===== config.mk =====
export PLATFORM = sky130hd
export DESIGN_NAME = fpe_capture
export DESIGN_NICKNAME = d
export VERILOG_FILES = /design/src/logic/fpe_pkg.sv /design/src/logic/fpe_capture.sv
export SDC_FILE = /design/constraint.sdc
export NUM_CORES = 1
export LEC_CHECK = 0
export ABC_AREA = 0
export BUFFER_PORTS_ARGS = -buffer_cell sky130_fd_sc_hd__buf_2
export CAP_MARGIN = 20
export CORE_UTILIZATION = 49
export CTS_CLUSTER_SIZE = 16
export DETAILED_ROUTE_END_ITERATION = 16
export PLACE_DENSITY = 0.92
export SYNTH_ARGS = -nofsm -noshare
export SYNTH_HDL_FRONTEND = slang
export SYNTH_SLANG_ARGS = --single-unit

===== constraint.sdc =====
create_clock -name clock -period 1.6 [get_ports clock]
set_input_delay 0.16 -clock clock [delete_from_list [all_inputs] [get_ports clock]]
set_output_delay 0.16 -clock clock [all_outputs]
set_load 0.05 [all_outputs]

===== src/logic/fpe_pkg.sv =====
/*
 fatal program error capture: shared constants and carrier types.
 assumes a single clock domain and a plain strobe register port.
*/
package fpe_pkg;
   // ==================================================================
   // register map (byte offsets, one word each)
   localparam logic [7:0] OFS_TASK    = 8'h00; // stopped_task_word
   localparam logic [7:0] OFS_ADDR_LO = 8'h04; // stop_address_low_word
   localparam logic [7:0] OFS_ADDR_HI = 8'h08; // stop_address_high_word
   localparam logic [7:0] OFS_FLAGS   = 8'h0C; // fatal flag bits
   localparam logic [7:0] OFS_CTRL    = 8'h10; // stop select, clear
   localparam logic [7:0] OFS_STAT    = 8'h14; // sticky events
   localparam logic [7:0] OFS_MASK    = 8'h18; // interrupt mask
   localparam logic [7:0] OFS_ERRS    = 8'h1C; // error/access error flags
   // ==================================================================
   // fatal flag bit positions
   localparam int FB_INSTR   = 0;  // instruction_processing_fatal_flag
   localparam int FB_INDIR   = 1;  // indirect_decimal_fatal_flag
   localparam int FB_ACCESS  = 2;  // illegal_access_fatal_flag
   localparam int FB_NOEND   = 3;  // missing_end_flag
   localparam int FB_TASK    = 4;  // task_error_flag
   localparam int FB_DIFF    = 5;  // differentiation_overflow_flag
   localparam int FB_ILLEGAL = 6;  // illegal_instruction_flag
   localparam int FB_UMOVF   = 7;  // user_memory_overflow_flag
   localparam int NFLAGS     = 8;
   // control bits
   localparam int CB_STOP    = 0;  // stop on instruction error
   localparam int CB_CLEAR   = 1;  // write 1: clear capture
   // status bits
   localparam int SB_FATAL   = 0;
   localparam int SB_ERR     = 1;
   localparam int SB_ACCERR  = 2;
   // ==================================================================
   // stored values
   localparam logic [15:0] TASK_INT_BASE = 16'h8000;
   localparam logic [15:0] TASK_NONE     = 16'hFFFF;
   localparam logic [15:0] TASK_CYC_MAX  = 16'h001F;
   localparam logic [31:0] ADDR_TASK_ERR = 32'h0FFFFFFF;
   localparam logic [15:0] TASK_RST      = 16'h0000;
   localparam logic        STOP_RST      = 1'b0; // default: continue
   localparam int DIFF_LIMIT = 131071;
   // ==================================================================
   // carrier for the cause and context of an error report
   typedef struct packed {
      logic        no_end;       // end instruction not found
      logic        no_task;      // no task ready in the cycle
      logic        no_program;   // task has no program
      logic        no_int_task;  // interrupt task missing
      logic        bad_operand;  // invalid operand data
      logic        bad_access;   // illegal area access
      logic        bad_decimal;  // indirect address not decimal coded
      logic        diff_over;    // edit differentiation count too big
      logic        past_end;     // fetch past program storage area
      logic        illegal_op;   // unexecutable instruction code
   } fpe_cause_t;

   typedef struct packed {
      logic        is_int;       // running task is interrupt task
      logic [7:0]  num;          // task number
      logic [31:0] addr;         // program address at the event
   } fpe_ctx_t;
endpackage


===== src/logic/fpe_capture.sv =====
/*
 fatal program error capture: latches stop context and cause flags.
 assumes error events are one-cycle pulses from the execution engine,
 synchronous to clock, with context valid in the same cycle.
*/
// What this block does
// RULE1: fatal error stops run, records task
// RULE2: cyclic task stored as 0000..001F
// RULE3: interrupt task stored as 8000+number
// RULE4: no active cyclic task stores FFFF
// RULE5: stop address split low/high words
// RULE6: missing end sets flag, expected address
// RULE7: task error sets flag, address FFFFFFF
// RULE8: three task execution error causes
// RULE9: operand error sets error flag; fatal if stop
// RULE10: illegal access sets access flag; fatal if stop
// RULE11: bad decimal indirect sets access flag too
// RULE12: over 131071 edits sets overflow flag
// RULE13: fetch past storage sets overflow flag
// RULE14: unexecutable code is fatal, flagged
// RULE15: stop selection defaults to continue
// RULE16: capture holds until reset or clear
`timescale 1ns/10ps
module fpe_capture
   import fpe_pkg::*;
(
   input  wire logic             clock,
   input  wire logic             resetn,
   input  wire fpe_pkg::fpe_cause_t cause,     // error events, pulses
   input  wire fpe_pkg::fpe_ctx_t   ctx,       // task and address
   input  wire logic [17:0]      diff_count,   // edit diff count
   input  wire logic             op_ok,        // instruction ended fine
   input  wire logic [7:0]       reg_addr,
   input  wire logic [31:0]      reg_wdata,
   input  wire logic             reg_wr,
   input  wire logic             reg_rd,
   output logic      [31:0]      reg_rdata,
   output logic                  run,          // program may execute
   output logic                  irq
);
   import fpe_pkg::*;

   // ==================================================================
   // state
   typedef enum logic [1:0] {
      ST_RUN  = 2'b01,   // executing
      ST_STOP = 2'b10    // halted by fatal error
   } fpe_state_t;

   fpe_state_t        state_r;        // run/stop state
   logic [15:0]       task_r;         // stopped_task_word
   logic [15:0]       addr_lo_r;      // stop_address_low_word
   logic [15:0]       addr_hi_r;      // stop_address_high_word
   logic [NFLAGS-1:0] flags_r;        // fatal flag bits
   logic              stop_sel_r;     // stop on instruction error
   logic              err_r;          // instruction_error_flag
   logic              acc_err_r;      // access_error_flag
   logic [2:0]        stat_r;         // sticky interrupt events
   logic [2:0]        mask_r;         // interrupt mask
   logic [NFLAGS-1:0] hit;            // fatal causes this cycle
   logic              fatal;          // any fatal cause this cycle
   logic              task_err;       // task execution error
   logic              diff_over;      // differentiation overflow
   logic              clr;            // software capture clear
   logic              wr_ctrl;        // control register write
   logic [15:0]       task_code;      // encoded task word
   logic [31:0]       stop_addr;      // address to store

   assign wr_ctrl = reg_wr && (reg_addr == OFS_CTRL);
   assign clr     = wr_ctrl && reg_wdata[CB_CLEAR];

   // ==================================================================
   // cause decode
   // RULE8: task error causes
   assign task_err = cause.no_task | cause.no_program | cause.no_int_task;
   // the count is a level: it keeps the cause up while the editor holds
   // it above the limit, which is harmless once the block has stopped
   // RULE12: count beyond limit
   assign diff_over = cause.diff_over ||
                      (diff_count > 18'(DIFF_LIMIT));

   always_comb begin
      hit = '0;
      // RULE9: fatal only when stop selected
      hit[FB_INSTR]   = cause.bad_operand & stop_sel_r;
      // RULE11: decimal fault fatal when stop selected
      hit[FB_INDIR]   = cause.bad_decimal & stop_sel_r;
      // RULE10: access fault fatal when stop selected
      hit[FB_ACCESS]  = cause.bad_access & stop_sel_r;
      hit[FB_NOEND]   = cause.no_end;
      hit[FB_TASK]    = task_err;
      hit[FB_DIFF]    = diff_over;
      // RULE14: unexecutable code flagged
      hit[FB_ILLEGAL] = cause.illegal_op;
      // RULE13: fetch past storage area
      hit[FB_UMOVF]   = cause.past_end;
   end
   // causes count only while running; a second fault while stopped must
   // not overwrite the first capture
   assign fatal = (|hit) && (state_r == ST_RUN);

   // ==================================================================
   // task word encoding
   // a cyclic number above 31 is cut to five bits; the engine sends none
   always_comb begin
      // RULE4: no cyclic task to run
      if (cause.no_task) begin
         task_code = TASK_NONE;
      end else if (ctx.is_int) begin
         // RULE3: interrupt base plus number
         task_code = TASK_INT_BASE | {8'h00, ctx.num};
      end else begin
         // RULE2: cyclic task 0 to 31
         task_code = {11'h000, ctx.num[4:0]};
      end
   end

   // address to store; task error wins over the others
   always_comb begin
      if (task_err) begin
         // RULE7: fixed marker address
         stop_addr = ADDR_TASK_ERR;
      end else begin
         // RULE6: expected end address arrives in ctx.addr
         stop_addr = ctx.addr;
      end
   end

   // ==================================================================
   // run/stop state machine
   always_ff @(posedge clock or negedge resetn) begin
      if (!resetn) begin
         state_r <= ST_RUN;
      end else begin
         case (state_r)
            // RULE1: stop on any fatal cause
            ST_RUN:  if (fatal) begin
               state_r <= ST_STOP;
            end
            ST_STOP: if (clr) begin
               state_r <= ST_RUN;
            end
            default: state_r <= ST_RUN;
         endcase
      end
   end
   assign run = (state_r == ST_RUN);

   // ==================================================================
   // capture words; written once per stop and then frozen
   // a fault in the same cycle as a clear wins while running; while stopped the clear wins and the fault is lost
   always_ff @(posedge clock or negedge resetn) begin
      if (!resetn) begin
         task_r    <= TASK_RST;
         addr_lo_r <= 16'h0000;
         addr_hi_r <= 16'h0000;
      end else if (fatal) begin
         // RULE1: record task of the stop
         task_r    <= task_code;
         // RULE5: low and high address words
         addr_lo_r <= stop_addr[15:0];
         addr_hi_r <= stop_addr[31:16];
      end else if (clr) begin
         // RULE16: only clear or reset releases capture
         task_r    <= TASK_RST;
         addr_lo_r <= 16'h0000;
         addr_hi_r <= 16'h0000;
      end
   end

   // fatal flags: one always block per bit from one generate loop, set wins over clear
   genvar gi;
   generate
      for (gi = 0; gi < NFLAGS; gi++) begin : g_flag
         always_ff @(posedge clock or negedge resetn) begin
            if (!resetn) begin
               flags_r[gi] <= 1'b0;
            end else if (fatal && hit[gi]) begin
               flags_r[gi] <= 1'b1;
            end else if (clr) begin
               // RULE16: held until clear
               flags_r[gi] <= 1'b0;
            end
         end
      end
   endgenerate

   // ==================================================================
   // control register: stop selection
   // a clear write also rewrites the selection, so software must write
   // the selection it wants together with the clear bit
   always_ff @(posedge clock or negedge resetn) begin
      if (!resetn) begin
         // RULE15: continue by default
         stop_sel_r <= STOP_RST;
      end else if (wr_ctrl) begin
         stop_sel_r <= reg_wdata[CB_STOP];
      end
   end

   // instruction error flag: set on bad operand, off after a clean end
   // a clean end in the same cycle as a new bad operand keeps the flag
   always_ff @(posedge clock or negedge resetn) begin
      if (!resetn) begin
         err_r <= 1'b0;
      end else if (cause.bad_operand) begin
         // RULE9: error flag regardless of stop
         err_r <= 1'b1;
      end else if (op_ok) begin
         err_r <= 1'b0;
      end
   end

   // access error flag: not cleared by the task, only by software
   // any write to the error word clears it; a new fault in that cycle
   // keeps it set
   always_ff @(posedge clock or negedge resetn) begin
      if (!resetn) begin
         acc_err_r <= 1'b0;
      end else if (cause.bad_access || cause.bad_decimal) begin
         // RULE10: access error flag
         // RULE11: decimal fault also raises it
         acc_err_r <= 1'b1;
      end else if (reg_wr && reg_addr == OFS_ERRS) begin
         acc_err_r <= 1'b0;
      end
   end

   // ==================================================================
   // interrupt: sticky events, cleared by reading, set wins
   logic [2:0] ev;                    // events raised this cycle
   // a read in the same cycle as an event keeps the new event, so no
   // interrupt cause is lost between one read and the next
   always_comb begin
      ev                = 3'h0;
      ev[SB_FATAL]      = fatal;
      ev[SB_ERR]        = cause.bad_operand;
      ev[SB_ACCERR]     = cause.bad_access | cause.bad_decimal;
   end
   always_ff @(posedge clock or negedge resetn) begin
      if (!resetn) begin
         stat_r <= 3'h0;
      end else if (reg_rd && reg_addr == OFS_STAT) begin
         stat_r <= ev;
      end else begin
         stat_r <= stat_r | ev;
      end
   end

   always_ff @(posedge clock or negedge resetn) begin
      if (!resetn) begin
         mask_r <= 3'h0;
      end else if (reg_wr && reg_addr == OFS_MASK) begin
         mask_r <= reg_wdata[2:0];
      end
   end
   assign irq = |(stat_r & mask_r);

   // ==================================================================
   // read port: data stand in the cycle after the strobe only
   // the port never stalls, so there is no wait state to count
   always_ff @(posedge clock or negedge resetn) begin
      if (!resetn) begin
         reg_rdata <= 32'h0000_0000;
      end else if (reg_rd) begin
         case (reg_addr)
            OFS_TASK:    reg_rdata <= {16'h0000, task_r};
            OFS_ADDR_LO: reg_rdata <= {16'h0000, addr_lo_r};
            OFS_ADDR_HI: reg_rdata <= {16'h0000, addr_hi_r};
            OFS_FLAGS:   reg_rdata <= {24'h000000, flags_r};
            OFS_CTRL:    reg_rdata <= {31'h0, stop_sel_r};
            OFS_STAT:    reg_rdata <= {29'h0, stat_r};
            OFS_MASK:    reg_rdata <= {29'h0, mask_r};
            OFS_ERRS:    reg_rdata <= {30'h0, acc_err_r, err_r};
            // unmapped addresses read as zero
            default:     reg_rdata <= 32'h0000_0000;
         endcase
      end else begin
         reg_rdata <= 32'h0000_0000;
      end
   end

   // ==================================================================
   // checks
   // RULE16: stop is held
   a_stop_holds: assert property ( // RULE16
      @(posedge clock) disable iff (!resetn)
      (state_r == ST_STOP && !clr) |=> (state_r == ST_STOP))
      else $error("stop state left without clear");
   // RULE7: task error address
   a_task_err_addr: assert property ( // RULE7
      @(posedge clock) disable iff (!resetn)
      (fatal && task_err) |=> ({addr_hi_r, addr_lo_r} == 32'h0FFFFFFF))
      else $error("task error address wrong");
   // RULE4: no task word
   a_no_task_word: assert property ( // RULE4
      @(posedge clock) disable iff (!resetn)
      (fatal && cause.no_task) |=> (task_r == 16'hFFFF))
      else $error("no task word wrong");
   // RULE3: interrupt task word
   a_int_task_word: assert property ( // RULE3
      @(posedge clock) disable iff (!resetn)
      (fatal && !cause.no_task && ctx.is_int)
      |=> (task_r == (16'h8000 + $past(ctx.num))))
      else $error("interrupt task word wrong");
   // RULE2: cyclic task word
   a_cyc_task_word: assert property ( // RULE2
      @(posedge clock) disable iff (!resetn)
      (fatal && !cause.no_task && !ctx.is_int && ctx.num <= 8'h1F)
      |=> (task_r == {8'h00, $past(ctx.num)}))
      else $error("cyclic task word wrong");
   // RULE14: illegal code stops
   a_stop_on_fatal: assert property ( // RULE14
      @(posedge clock) disable iff (!resetn)
      (run && cause.illegal_op) |=> (!run && flags_r[FB_ILLEGAL]))
      else $error("illegal code did not stop");
   // RULE9: continue keeps running
   a_continue_mode: assert property ( // RULE9
      @(posedge clock) disable iff (!resetn)
      (run && !stop_sel_r && cause.bad_operand && !(|hit))
      |=> (run && err_r))
      else $error("continue mode stopped or lost error");
   // RULE10: access flag set
   a_access_flag: assert property ( // RULE10
      @(posedge clock) disable iff (!resetn)
      cause.bad_access |=> acc_err_r)
      else $error("access error flag not set");
   // RULE6: expected end address
   a_end_address: assert property ( // RULE6
      @(posedge clock) disable iff (!resetn)
      (fatal && cause.no_end && !task_err)
      |=> (addr_lo_r == $past(ctx.addr[15:0])
           && flags_r[FB_NOEND]))
      else $error("missing end capture wrong");
   // RULE13: overflow flag set
   a_umovf_flag: assert property ( // RULE13
      @(posedge clock) disable iff (!resetn)
      (run && cause.past_end) |=> flags_r[FB_UMOVF])
      else $error("overflow flag not set");
   // RULE8: task error flag
   a_task_err_flag: assert property ( // RULE8
      @(posedge clock) disable iff (!resetn)
      (run && (cause.no_task || cause.no_program || cause.no_int_task))
      |=> (!run && flags_r[FB_TASK]))
      else $error("task error not flagged");
   // RULE12: count overflow stops
   a_diff_stop: assert property ( // RULE12
      @(posedge clock) disable iff (!resetn)
      (run && diff_count > 18'(DIFF_LIMIT))
      |=> (!run && flags_r[FB_DIFF]))
      else $error("differentiation overflow not flagged");
   // RULE10: stop on access
   a_access_stop: assert property ( // RULE10
      @(posedge clock) disable iff (!resetn)
      (run && stop_sel_r && cause.bad_access)
      |=> (!run && flags_r[FB_ACCESS]))
      else $error("access fault did not stop");
   // RULE11: stop on decimal
   a_decimal_stop: assert property ( // RULE11
      @(posedge clock) disable iff (!resetn)
      (run && stop_sel_r && cause.bad_decimal)
      |=> (!run && flags_r[FB_INDIR] && acc_err_r))
      else $error("decimal fault did not stop");
   // RULE9: error flag set
   a_error_flag_set: assert property ( // RULE9
      @(posedge clock) disable iff (!resetn)
      cause.bad_operand |=> err_r)
      else $error("instruction error flag not set");
   // RULE16: capture frozen
   a_capture_frozen: assert property ( // RULE16
      @(posedge clock) disable iff (!resetn)
      (!run && !clr)
      |=> ($stable(task_r) && $stable(addr_lo_r)
           && $stable(addr_hi_r) && $stable(flags_r)))
      else $error("capture changed while stopped");
endmodule // fpe_capture


### Yosys cells after proc, flatten, opt, wreduce, memory -nomap -nowiden

Cells that the tools add are included.

* output and inout bits: 34
* input bits: 114
* logic and storage cells: 95
* register bits after elaboration: 99

* equal/unequal tests: 11
* bitwise logic cells: 8
* reduce and logical (&&, ||, !) cells: 31
* multiplexer cells: 26
* magnitude comparators: 1

Operators by type and width (count)
* one-hot mux 16 bit (8 select lines): 1
* 2-to-1 mux 16 bit: 6
* 2-to-1 mux 32 bit: 2
* equality test 8 x 5 -> 1 bit, second input constant: 4
* nonzero test 2 bit: 11
* greater-than comparator 18 x 17 -> 1 bit, second input constant: 1
* equality test 8 x 4 -> 1 bit, second input constant: 2
* logical AND 1 bit: 14
* 2-to-1 mux 1 bit: 13
* equality test 8 x 3 -> 1 bit, second input constant: 1
* logical NOT 8 bit: 1
* OR reduction 8 bit: 1
* 2-to-1 mux 2 bit: 2
* one-hot mux 2 bit (2 select lines): 1
* bitwise AND 1 bit: 3
* bitwise AND 3 bit: 1
* 2-to-1 mux 3 bit: 1
* OR 1 bit: 3
* OR 3 bit: 1
* OR reduction 3 bit: 1
* equality test 2 x 1 -> 1 bit, second input constant: 1
* equality test 2 bit, second input constant: 1
* logical OR 1 bit: 2
* != test 2 x 1 -> 1 bit, second input constant: 1
* 2 further kinds: 2

### Logic depth before layout (Yosys ltp)

* word-level depth: 6
* depth in mapped cells: 6
* gate-level depth less buffers: 4

### Worst setup path before layout

Ideal clock, no wire load.

* path kind: input to register
* start point: input port reg_addr[2]
* end point: register mask_r[0]
* arrival: 1.301 ns
* cell stages on the path: 4
* buffers on the path: 1
* setup time: 0.125 ns
* data required time: 1.475 ns
* setup slack: 0.174 ns
* cell sequence: buf_6 or4b_4 nor2b_4 mux2_2

* longest elaborated chain between the ends: 2

RTL lines
* start, declared: RTL line fpe_capture.sv:33 `input wire logic [7:0] reg_addr,`
* equality test 8 x 5 -> 1 bit: RTL line fpe_capture.sv:253 `end else if (reg_wr && reg_addr == OFS_MASK) begin`
* logical AND 1 bit: RTL line fpe_capture.sv:253
* end signal, assigned: RTL line fpe_capture.sv:254 `mask_r <= reg_wdata[2:0];`
* end, declared: RTL line fpe_capture.sv:59 `logic [2:0] mask_r;`

Every way passes these cells.
A chain may end at the register's enable or synchronous reset.

### Worst setup path after layout

* start point: register mask_r[2]
* end point: output port irq

* longest elaborated chain between the ends: 2

RTL lines
* bitwise AND 3 bit: RTL line fpe_capture.sv:257 `assign irq = |(stat_r & mask_r);`
* OR reduction 3 bit: RTL line fpe_capture.sv:257
* end, declared: RTL line fpe_capture.sv:39 `output logic irq`

Every way passes these cells.

==> reports/metrics.yaml <==
setup_viol: 0
worstSkewPairLatency_ns: 0.34
p_comb_share_pct: 30.1
synth_top_flop_cell: "dfrtp_1"
cp-end-kind: "output port"
antenna_left: 0
max_stage_delay_ns: 0.41
p_leak_nw: 1.97
vias: 3006
syn_inst: 348
rsz0062_at_grt: "yes"
clockBufferDepth: 2
clock_skew_ns: 0.0101
die_w_um: 89.4
dp_slack_ns: 0.0379
crit_start: "mask_r[2]$_DFFE_PN0P_"
cp_cell_sequence: "a222oi_1 -> inv_1 -> buf_6"
crit_buf_inv: 2
initial_core_util_pct: 51.0
clock_power_share_pct: 23.4
worstRegToRegCells: 5
row_count: 31
drtPass1Iterations: 5
startpoint_type: "flip-flop"
power_frac_seq_pct: 46.5
synth-seq-cells: 77
cp_num_cells: 3
htreeDepth: 3
clkTransAtPathRegs_ns: 0.08
nNetsFinal: 554
globalplace.congestion: 0.877
status: "finished clean"
hp-class: "in -> reg"
criticalPathCategory: "reg -> out"
clkSinkCount: 77
drv_cap: 0
timing.rr.start: "state_r[0]$_DFFE_PN1P_"
first_iter_violations: 332
gr-total-overflow: 0
die_area_um2: 7990
p_per_area_nw_per_um2: 1220
layout_common_cells: "84 x buf_2, 76 x dfrtp_1, 39 x nor2_1"
grt_pass1_vias: 2927
switching_share_pct: 35.4
fmax_mhz: 642
final_common_cell: "buf_2"
cts_tree: "yes"
numCtsBuffers: 9
drv_slew: 0
antenna_found_initial: 0
critical_path.top_delay_family: "flip-flops"
grt_first_pass_wirelength_mm: 14.2
finalHoldViolations: 0
p_switching_w: 0.00194
place_hpwl_mm: 6.25
wl_per_cell_um: 16.3
ir_drop_mv: 0.753
final_util_pct: 61.3
io_buffer_count: 85
syn_avg_cell_area_um2: 10.8
synth_enable_flop_cells: 0
n_antenna_cell: 0
route.detailed.drc: 0
post_cts_buffers: 0
cp.required_ns: 1.44
crit_end: "irq"
regToRegSetupSlack_ns: 0.07
finalCritPeriodShare_pct: 97.3
grt.total_usage_pct: 24.0
ys_seq_area_share_pct: 51.5
slowest_stage: "dfrtp_1"
drt_wl_total_mm: 8.87
min_period_ns: 1.56
syn_area_um2: 3740
crit_arrival_ns: 1.40
grt_max_degree: 64
area_delta_synth_final_pct: 20.1
synthDistinctLibCells: 55
cts-root-buf: "clkbuf_8"
drive_above_1_share_pct: 35.5
design.core.area_um2: 7330
fillers: 623
ioPinCount: 148
async_flop_share_pct: 100
p_int_w: 0.00355
cp_max_fo: 3
yosysWarningCount: 0
vias_per_cell: 5.53
die_h_um: 89.4
r2r-end: "addr_lo_r[4]$_DFFE_PN0P_"
worst_slack_ns: 0.0431
-- synth_stat cells, types with 2 or more instances --
master    number  area, um^2
a211o_1        2        17.5
a21o_1         2        15.0
a21oi_1       36         180
a21oi_2       10        87.6
a22o_1         3        26.3
a22oi_1       11        82.6
a32o_1         3        30.0
and2_1         3        18.8
and3_1         5        31.3
buf_2         10        50.1
buf_4         18         135
buf_6          5        56.3
clkbuf_1       6        22.5
dfrtp_1       76        1900
inv_1          3        11.3
mux2_2         7        78.8
mux2i_1        2        20.0
mux4_2         6         135
nand2_1       14        52.6
nand3_1       13        65.1
nand4_1        2        12.5
nor2_1        39         146
nor3_1        36         180
nor3_4         2        32.5
o21ai_0        4        20.0
-- flip-flops by register name, indices dropped and copies added (netlist names) --
| register | count |
|---|---|
| state_r | 2 |
| flags_r | 8 |
| err_r | 1 |
| addr_hi_r | 16 |
| reg_rdata | 16 |
| mask_r | 3 |
| task_r | 10 |
| stop_sel_r | 1 |
| addr_lo_r | 16 |
| stat_r | 3 |
| acc_err_r | 1 |
-- final cells by class --
class,instances,area (um^2),area share [%]
Inverter,3,11.3,0.251
Clock buffer,12,145,3.23
Timing Repair Buffer,106,654,14.6
Sequential cell,77,1930,42.9
Clock inverter,4,23.8,0.529
Multi-Input combinational cell,243,1610,35.8
Tap cell,99,124,2.76
-- how the worst min path moves through the flow --
stage,startpoint,depth (start not counted),to,slack [ns]
finish,ctx[30],3,addr_hi_r[14]$_DFFE_PN0P_,0.04
global route,ctx[30],3,addr_hi_r[14]$_DFFE_PN0P_,0.05
CTS,ctx[30],3,addr_hi_r[14]$_DFFE_PN0P_,0.03
detailed placement,resetn,1,mask_r[2]$_DFFE_PN0P_,0.09
global placement,resetn,1,mask_r[0]$_DFFE_PN0P_,0.09
floorplan,resetn,0,acc_err_r$_DFFE_PN0P_,-0.14
-- worst min-delay path: stages --
cell and delay [ns]:
buf_2 0.08, nand3_1 0.05, nand2_1 0.06
-- cells by family (layout without fill, tap and decap cells) --
kind of cell	after synthesis	in the layout	share of synthesized area, %
mux	15	15	6.25
simple gates	130	130	19.3
flops	77	77	51.5
other cells	1	16	0.100
compound gates	82	82	15.0
buf+inv	43	125	7.89
-- power groups by stage --
stage	Clock [W]	Sequential (W)	Combinational, W
finish	0.00129	0.00255	0.00165
CTS	0.00131	0.00254	0.00163
detailed placement	0	0.00258	0.00161
global placement	0	0.00255	0.00155
floorplan	0	0.00249	0.00115
global route	0.00140	0.00258	0.00181
-- timing repair --
item                       in CTS  in global routing
gates resized for setup         0                  7
hold buffers                    1                  0
setup endpoints to repair       0                  4
hold endpoints to repair       14                  0
-- layer usage --
layer | share of wire (%) | GRT usage, % | routed length (um) | up-vias
met4 | 1.1 | 6.06 | 98 | 0
met3 | 6.7 | 4.52 | 591 | 10
met1 | 42 | 32.3 | 3740 | 1455
met5 | 0 | 0 | 0 | -
met2 | 50 | 40.2 | 4440 | 134
li1 | - | - | - | 1407
-- stage by stage --
step                      hold slack (ns)  instance area (um^2)  std cells  total power (W)  TNS (ns)
final                              0.0416                  4490        544          0.00549         0
after global routing               0.0471                  4490        544          0.00578   -0.0504
after CTS                          0.0303                  4470        544          0.00548         0
after detailed placement           0.0865                  4290        527          0.00419         0
after global placement             0.0861                  4290        527          0.00410         0
after floorplan                    -0.136                  3800        363          0.00365         0
Note: power is estimated with default switching activity, not from simulation.
